**config.mk**
```make
export PLATFORM = sky130hd
export DESIGN_NAME = fbrf_regfile
export DESIGN_NICKNAME = d
export VERILOG_FILES = /design/src/core/fbrf_pkg.sv /design/src/core/fbrf_view_map.sv /design/src/core/fbrf_regfile.sv
export SDC_FILE = /design/constraint.sdc
export NUM_CORES = 2
export LEC_CHECK = 0
export ABC_AREA = 0
export BUFFER_PORTS_ARGS = -buffer_cell sky130_fd_sc_hd__buf_4
export CAP_MARGIN = 0
export CORE_ASPECT_RATIO = 0.6
export CORE_MARGIN = 2
export CORE_UTILIZATION = 50
export DETAILED_ROUTE_END_ITERATION = 8
export MAX_ROUTING_LAYER = met4
export PLACE_DENSITY = 0.69
export SLEW_MARGIN = 20
export SYNTH_ARGS = -nofsm -noshare
export SYNTH_HDL_FRONTEND = slang
export SYNTH_SLANG_ARGS = --single-unit
```
**constraint.sdc**
```tcl
create_clock -name clk -period 14.3 [get_ports clk]
set_input_delay 1.43 -clock clk [delete_from_list [all_inputs] [get_ports clk]]
set_output_delay 1.43 -clock clk [all_outputs]
set_load 0.1 [all_outputs]
```
**src/core/fbrf_pkg.sv**
```systemverilog
`default_nettype none
package fbrf_pkg;

  ////////////////////////////////////////////////////////////////////////////
  // storage geometry
  localparam int unsigned FBRF_WORD_W = 32;
  localparam int unsigned FBRF_BANK_ENTRIES = 16;
  localparam int unsigned FBRF_NUM_BANKS = 2;
  localparam int unsigned FBRF_PORT_WORDS = 4;   // widest port view
  localparam int unsigned FBRF_PORT_W = 128;     // four words
  localparam int unsigned FBRF_MTX_W = 512;      // sixteen words

  ////////////////////////////////////////////////////////////////////////////
  // fpu_status_control word: only the three mapping/size bits are held
  localparam int FSC_SWAP_POS = 21;   // bank_swap_bit
  localparam int FSC_PAIR_POS = 20;   // transfer_pair_bit
  localparam int FSC_DBL_POS = 19;    // double_mode_bit
  localparam logic [31:0] FSC_RESET = 32'h0000_0000;
  localparam logic [31:0] FSC_WMASK = 32'h0038_0000;

  ////////////////////////////////////////////////////////////////////////////
  // words covered by each view
  localparam logic [4:0] CNT_SINGLE = 5'h01;
  localparam logic [4:0] CNT_PAIR = 5'h02;
  localparam logic [4:0] CNT_VECTOR = 5'h04;
  localparam logic [4:0] CNT_MATRIX = 5'h10;

  // register views that an access may name
  typedef enum logic [5:0] {
    VW_SINGLE     = 6'b00_0001,  // single_view_reg
    VW_DOUBLE     = 6'b00_0010,  // double_view_reg
    VW_VECTOR     = 6'b00_0100,  // vector_view_reg
    VW_EXT_SINGLE = 6'b00_1000,  // extended_single_reg
    VW_EXT_DOUBLE = 6'b01_0000,  // extended_double_reg
    VW_MATRIX     = 6'b10_0000   // extended_matrix
  } fbrf_view_type;

  typedef struct packed {
    logic valid;
    logic is_move;             // fp_move_instr access
    fbrf_view_type view;
    logic [3:0] idx;
  } fbrf_rd_req_type;

  typedef struct packed {
    logic valid;
    logic is_move;
    fbrf_view_type view;
    logic [3:0] idx;
    logic [FBRF_PORT_W-1:0] data;  // left-justified, word n on top
  } fbrf_wr_req_type;

  typedef struct packed {
    logic ok;
    logic bank;
    logic [3:0] base;
    logic [4:0] cnt;
  } fbrf_map_type;

endpackage
`default_nettype wire

```
**src/core/fbrf_view_map.sv**
```systemverilog
`default_nettype none
module fbrf_view_map (
  input wire logic swap,
  input wire logic pair_mode,
  input wire logic dbl_mode,
  input wire logic is_move,
  input wire fbrf_pkg::fbrf_view_type view,
  input wire logic [3:0] idx,
  output fbrf_pkg::fbrf_map_type map
);
  import fbrf_pkg::*;

  ////////////////////////////////////////////////////////////////////////////
  // resolve a view name to bank, first entry and word count
  always_comb begin
    map = '0;
    case (view)
      VW_SINGLE: begin
        map.ok = 1'b1;
        map.bank = swap;                                     // see RULE2
        if ((is_move && pair_mode) || (!is_move && dbl_mode)) begin
          map.base = {idx[3:1], 1'b0};                       // see RULE8
          map.cnt = CNT_PAIR;                                // see RULE9
        end else begin
          map.base = idx;
          map.cnt = CNT_SINGLE;
        end
      end
      VW_DOUBLE: begin
        map.ok = 1'b1;
        map.bank = swap;
        map.base = {idx[3:1], 1'b0};                         // see RULE4
        map.cnt = CNT_PAIR;
      end
      VW_VECTOR: begin
        map.ok = 1'b1;
        map.bank = swap;
        map.base = {idx[3:2], 2'b00};                        // see RULE5
        map.cnt = CNT_VECTOR;
      end
      VW_EXT_SINGLE: begin
        map.ok = 1'b1;
        map.bank = ~swap;                                    // see RULE3
        if (is_move && pair_mode) begin
          map.base = {idx[3:1], 1'b0};                       // see RULE8
          map.cnt = CNT_PAIR;
        end else begin
          map.base = idx;
          map.cnt = CNT_SINGLE;
        end
      end
      VW_EXT_DOUBLE: begin
        map.ok = 1'b1;
        map.bank = ~swap;
        map.base = {idx[3:1], 1'b0};                         // see RULE6
        map.cnt = CNT_PAIR;
      end
      VW_MATRIX: begin
        map.ok = 1'b1;
        map.bank = ~swap;                                    // see RULE7
        map.base = 4'h0;
        map.cnt = CNT_MATRIX;
      end
      default: begin
        map = '0;   // not a one-hot view: refused
      end
    endcase
  end

endmodule // fbrf_view_map
`default_nettype wire

```
**src/core/fbrf_regfile.sv**
```systemverilog
// Functional notes
// RULE1: storage is thirty-two 32-bit words in two banks of sixteen.
// RULE2: single view names 0..15 sit on bank 0 when swap is 0, else bank 1.
// RULE3: extended single names always sit on the bank opposite the primary.
// RULE4: double view n is primary words n and n+1, n even, in that order.
// RULE5: vector view n is primary words n..n+3 for n of 0, 4, 8 or 12.
// RULE6: extended double n is extended words n and n+1, n even.
// RULE7: the extended matrix view is all sixteen extended words at once.
// RULE8: with the pair bit set, a move on a single name moves a 64-bit pair.
// RULE9: with the double bit set, operand accesses use the paired views; here extended single names stay single.
// RULE10: after the swap bit changes no access uses the old mapping.
`default_nettype none
module fbrf_regfile (
  input wire logic clk,
  input wire logic rstn,
  input wire logic fsc_we,
  input wire logic [31:0] fsc_wdata,
  output logic [31:0] fsc_rdata,
  input wire fbrf_pkg::fbrf_rd_req_type rd_req,
  output logic rd_valid,
  output logic rd_err,
  output logic [fbrf_pkg::FBRF_PORT_W-1:0] rd_data,
  output logic [fbrf_pkg::FBRF_MTX_W-1:0] mtx_data,
  input wire fbrf_pkg::fbrf_wr_req_type wr_req,
  output logic wr_done,
  output logic wr_err
);
  import fbrf_pkg::*;

  ////////////////////////////////////////////////////////////////////////////
  // status/control word: only swap, pair and double bits are kept
  logic [31:0] fsc_r;
  logic [31:0] fsc_nxt;
  logic swap_now;
  logic pair_now;
  logic dbl_now;

  // reserved bits are masked so they always read back as zero
  always_comb begin
    fsc_nxt = fsc_r;
    if (fsc_we) begin
      fsc_nxt = fsc_wdata & FSC_WMASK;
    end
  end

  // mode word register, cleared by reset
  always_ff @(posedge clk or negedge rstn) begin
    if (!rstn) begin
      fsc_r <= FSC_RESET;
    end else begin
      fsc_r <= fsc_nxt;
    end
  end

  // accesses in the writing cycle already see the new bits, so the
  // decoder needs no bubble after a mode change
  assign swap_now = fsc_nxt[FSC_SWAP_POS];   // see RULE10
  assign pair_now = fsc_nxt[FSC_PAIR_POS];
  assign dbl_now = fsc_nxt[FSC_DBL_POS];
  assign fsc_rdata = fsc_r;

  ////////////////////////////////////////////////////////////////////////////
  // view decoding for both ports
  fbrf_map_type rmap;
  fbrf_map_type wmap;

  // read-side decode; the write side has its own copy so that a read and
  // a write on different views resolve in the same cycle
  fbrf_view_map u_rd_map (
    .swap(swap_now),
    .pair_mode(pair_now),
    .dbl_mode(dbl_now),
    .is_move(rd_req.is_move),
    .view(rd_req.view),
    .idx(rd_req.idx),
    .map(rmap)
  );

  // write-side decode, steered by the same live mode bits as the read
  // side so the two ports never disagree on the mapping
  fbrf_view_map u_wr_map (
    .swap(swap_now),
    .pair_mode(pair_now),
    .dbl_mode(dbl_now),
    .is_move(wr_req.is_move),
    .view(wr_req.view),
    .idx(wr_req.idx),
    .map(wmap)
  );

  ////////////////////////////////////////////////////////////////////////////
  // physical storage, one flop word per bank entry
  logic [FBRF_WORD_W-1:0] phys [FBRF_NUM_BANKS][FBRF_BANK_ENTRIES];
  logic wr_ok;

  // the matrix view is read-only here; a 512-bit write port was not worth
  // the wiring, so such writes are refused
  assign wr_ok = wr_req.valid && wmap.ok && (wmap.cnt <= CNT_VECTOR);

  // one word per entry, each with its own write select; no enable is
  // needed, an unselected word simply reloads itself
  for (genvar gb = 0; gb < FBRF_NUM_BANKS; gb++) begin : g_bank
    for (genvar ge = 0; ge < FBRF_BANK_ENTRIES; ge++) begin : g_ent
      logic [FBRF_WORD_W-1:0] ent_r;
      logic [FBRF_WORD_W-1:0] ent_nxt;
      logic [3:0] off;

      // entry takes word (ge - base) of the left-justified write data
      always_comb begin
        off = 4'(ge) - wmap.base;
        ent_nxt = ent_r;
        if (wr_ok && (wmap.bank == 1'(gb)) && (4'(ge) >= wmap.base)
            && ({1'b0, off} < wmap.cnt)) begin
          ent_nxt = wr_req.data[(2'd3 - off[1:0]) * 32 +: 32]; // see RULE1
        end
      end

      // entry register, zero after reset
      always_ff @(posedge clk or negedge rstn) begin
        if (!rstn) begin
          ent_r <= '0;
        end else begin
          ent_r <= ent_nxt;
        end
      end

      // flat copy for the read muxes
      assign phys[gb][ge] = ent_r;
    end
  end

  ////////////////////////////////////////////////////////////////////////////
  // read port: one cycle from request to registered data
  logic rd_valid_r;
  logic rd_valid_nxt;
  logic rd_err_r;
  logic rd_err_nxt;
  logic [FBRF_PORT_W-1:0] rd_data_r;
  logic [FBRF_PORT_W-1:0] rd_data_nxt;
  logic [FBRF_MTX_W-1:0] mtx_r;
  logic [FBRF_MTX_W-1:0] mtx_nxt;
  wire logic [FBRF_MTX_W-1:0] mtx_view;

  // extended bank laid out with word 0 on top; the bank index comes from
  // the live decode, so a swap in the same cycle already picks the bank
  for (genvar gm = 0; gm < FBRF_BANK_ENTRIES; gm++) begin : g_mtx
    assign mtx_view[(15 - gm) * 32 +: 32] = phys[rmap.bank][gm]; // see RULE7
  end

  // a read racing a write to the same word returns the old value
  always_comb begin
    rd_valid_nxt = rd_req.valid && rmap.ok;
    rd_err_nxt = rd_req.valid && !rmap.ok;
    rd_data_nxt = rd_data_r;
    mtx_nxt = mtx_r;
    if (rd_valid_nxt) begin
      if (rmap.cnt == CNT_MATRIX) begin
        mtx_nxt = mtx_view;   // see RULE7
      end else begin
        rd_data_nxt = '0;   // unused lower words read as zero
        for (int k = 0; k < FBRF_PORT_WORDS; k++) begin
          if (5'(k) < rmap.cnt) begin
            // word n on top keeps pair order n, n+1
            rd_data_nxt[(3 - k) * 32 +: 32] =
              phys[rmap.bank][rmap.base + 4'(k)];            // see RULE4
          end
        end
      end
    end
  end

  // answers land one edge after the request; the data words are not
  // cleared between reads, so a user must qualify them with rd_valid
  always_ff @(posedge clk or negedge rstn) begin
    if (!rstn) begin
      rd_valid_r <= 1'b0;
      rd_err_r <= 1'b0;
      rd_data_r <= '0;
      mtx_r <= '0;
    end else begin
      rd_valid_r <= rd_valid_nxt;
      rd_err_r <= rd_err_nxt;
      rd_data_r <= rd_data_nxt;
      mtx_r <= mtx_nxt;
    end
  end

  // read outputs straight from their flops
  assign rd_valid = rd_valid_r;
  assign rd_err = rd_err_r;
  assign rd_data = rd_data_r;
  assign mtx_data = mtx_r;

  ////////////////////////////////////////////////////////////////////////////
  // write acknowledge: one-cycle pulses, registered
  logic wr_done_r;
  logic wr_done_nxt;
  logic wr_err_r;
  logic wr_err_nxt;

  // a refused write still answers, so the issuer never waits on a
  // request that stored nothing
  always_comb begin
    wr_done_nxt = wr_ok;
    wr_err_nxt = wr_req.valid && !wr_ok;
  end

  // acknowledge flops
  always_ff @(posedge clk or negedge rstn) begin
    if (!rstn) begin
      wr_done_r <= 1'b0;
      wr_err_r <= 1'b0;
    end else begin
      wr_done_r <= wr_done_nxt;
      wr_err_r <= wr_err_nxt;
    end
  end

  // write outputs straight from their flops
  assign wr_done = wr_done_r;
  assign wr_err = wr_err_r;

endmodule // fbrf_regfile
`default_nettype wire

```
==> metrics.cfg <==
[synth]
synth-seq-cells = 1671
yosysWarnings = 0
synth_area_leader_cell = dfrtp_1
synth.avg_cell_area_um2 = 9.25
yosys-top-cells-area = dfrtp_1, mux2i_1, nand2_1
synthTopCellsByCount = nand2_1, dfrtp_1, o21ai_0
synth.most_common_cell = nand2_1
synth_edf_count = 0
netlist_area_um2 = 83700
synth_top_cell_area_share = 0.499
async_flop_share = 1.00
synthCells = 9050
ys.flop_type = dfrtp_1
synth_seq_area_share = 0.499
synthDistinctLibCells = 78

[timing]
slew_headroom = 0.138
grt_setup_unrepaired = no
period_share = 0.473
clock_skew_ps = 31.4
fmaxAchievable_ghz = 0.148
final_max_slew_viol_count = 0
setup_viol = 0
setup-tns-final_ps = 0
final_hold_viol_count = 0
worst_pin_slew_ps = 1290
post-route-min-period_ps = 6760

[drt]
detail-route-antenna-nets = 0
initialDrtViolationCount = 10009
routed_wl_mm = 384
drc = 0
wire_per_inst_um = 32.3
via_per_inst = 6.43
dr.pass1.iters = 9
via_count = 76316

[die]
core_area_um2 = 166000
fp.dieH_um = 321
io_pins = 863
die_w_um = 532
die-area_um2 = 171000
num_rows = 116
start_util = 0.503

[run_status]
status = finished, final reports clean

[clock_tree]
clkSinkCount = 1671
clockBufferDepth = 4
cts.clk_slew.worst_paths_ps = 60
cts_buffers = 169
hold_buffers = 0
root_buffer = clkbuf_16
post_cts_buffers = 0
clk-insertion-delay-late_ps = 850
htree_levels = 4
cts_resized = 0
cts_tree = built

[setup_path]
crit_type = in -> reg
cp-end-kind = flip-flop
critPathLaunchType = input pin
path_max_fanout = 64
r2r_cells = 15
required_ps = 15000
cp.arrival_ps = 7460

[placed_design]
port_buffers = 804
gp_congestion = 1.03
place_hpwl_mm = 278
placed_cells = 11571

[pwr]
p_seq_frac = 0.377
clkPwrFrac = 0.321
p_sw_frac = 0.403
p_comb_frac = 0.302
p_leak_nw = 44.4
p_int_w = 0.00873
p_switching_w = 0.00588
irDropWorstVdd_mv = 0.148
p_per_area_nw_per_um2 = 150

[global_routing]
globalRouteOverflowTotal = 0
antenna_found_initial = 10
grt.total_usage = 0.453
grt_pass1_vias = 71095
grt_pass1_wl_mm = 535
grt_max_degree = 252

[final_layout]
instances_no_fill = 11875
layout-drive-gt1-share = 0.157
nFillCells = 14505
num-nets-final = 9715
area_growth_pct = 16.1

[flow_run]
maxCapViolations = 0

[worst_hold_path]
hp-class = reg -> reg
hold_path_depth = 2

## metal layers
metal  share of wire  global-route usage  vias up  wire (um)
li1                -                   -    32573          -
met1            0.39               0.585    38247     150000
met2            0.43               0.653     4559     166000
met3           0.099              0.0955      937      38100
met4           0.077               0.287        0      29600
met5               0                   -        -          0
## logic make-up (layout without fill, tap and decap cells)
kind of cell    after synthesis  after routing  share of synthesized area
simple gates               3139           3139                      0.148
mux                        1027           1027                      0.144
buf+inv                     784           1330                     0.0405
other cells                   1             38                  0.0000448
xor+xnor                     23             23                    0.00267
fa+ha+maj                    27             27                    0.00403
flops                      1671           1671                      0.499
compound gates             2378           2378                      0.161
## sequential cells by signal, summed over array words and instances, names as in the netlist
register / flops
fsc_rdata: 3
g_bank.g_ent.ent_r: 1024
mtx_data: 512
rd_data: 128
rd_err: 1
rd_valid: 1
wr_done: 1
wr_err: 1
## through the flow
stage | utilization | total power (W) | hold WS [ps] | setup WS [ps] | area, um2
floorplan | - | 0.00863 | 449 | 8260 | 83800
global placement | 0.550 | 0.00991 | 460 | 6960 | 91500
detailed placement | 0.550 | 0.00997 | 469 | 6780 | 91500
CTS | 0.584 | 0.0146 | 483 | 7630 | 97200
global route | 0.584 | 0.0150 | 498 | 7330 | 97200
finish | 0.584 | 0.0146 | 478 | 7540 | 97200
## placed cells by master, fill, tap and decap left out, drive strengths merged, types with 113 or more instances in the layout
cell and instances:
nand2 2082, dfrtp 1671, o21ai 1103, buf 969, mux2i 856, a21oi 663
nor2 653, nand3 268, clkbuf 231, mux4 137, a22oi 119, a31oi 113
## worst max-delay path, stage by stage
cell and delay (ps):
buf_4 150, nor3_1 380, o211ai_1 250, a221oi_4 320, buf_4 480, inv_4 160
ha_2 410, nor2_4 160, buf_4 520, inv_1 100, ha_1 290, a21o_1 190
a21o_1 200, o21ai_0 750, nand3_4 960, o21ai_0 530
## final cells by class
class	count	area [um2]	area share
Clock buffer	231	4830	0.0496
Clock inverter	63	845	0.00869
Sequential cell	1671	41800	0.430
Tap cell	2242	2810	0.0288
Multi-Input combinational cell	6623	39200	0.403
Antenna cell	9	22.5	0.000232
Timing Repair Buffer	969	7460	0.0767
Inverter	67	275	0.00283
## worst paths after layout
kind	start	end	slack, ps
worst min-delay path	g_bank[1].g_ent[8].ent_r[2]$_DFFE_PN0P_	g_bank[1].g_ent[8].ent_r[2]$_DFFE_PN0P_	480
max in group asynchronous	rstn	mtx_data[230]$_DFFE_PN0P_	10620
worst max-delay path	wr_req[135]	g_bank[1].g_ent[10].ent_r[3]$_DFFE_PN0P_	7540
worst min register to register	g_bank[1].g_ent[8].ent_r[2]$_DFFE_PN0P_	g_bank[1].g_ent[8].ent_r[2]$_DFFE_PN0P_	480
worst max register to register	fsc_rdata[19]$_DFF_PN0_	g_bank[1].g_ent[10].ent_r[3]$_DFFE_PN0P_	7980
min in group asynchronous	rstn	mtx_data[345]$_DFFE_PN0P_	570
## power groups by stage
stage	Combinational (W)	Clock [W]	Sequential [W]
after detailed placement	0.00438	0	0.00559
after floorplan	0.000896	0	0.00773
final	0.00441	0.00469	0.00552
after CTS	0.00439	0.00469	0.00551
after global routing	0.00454	0.00489	0.00555
after global placement	0.00434	0	0.00557
(Power assumes the default switching activity.)
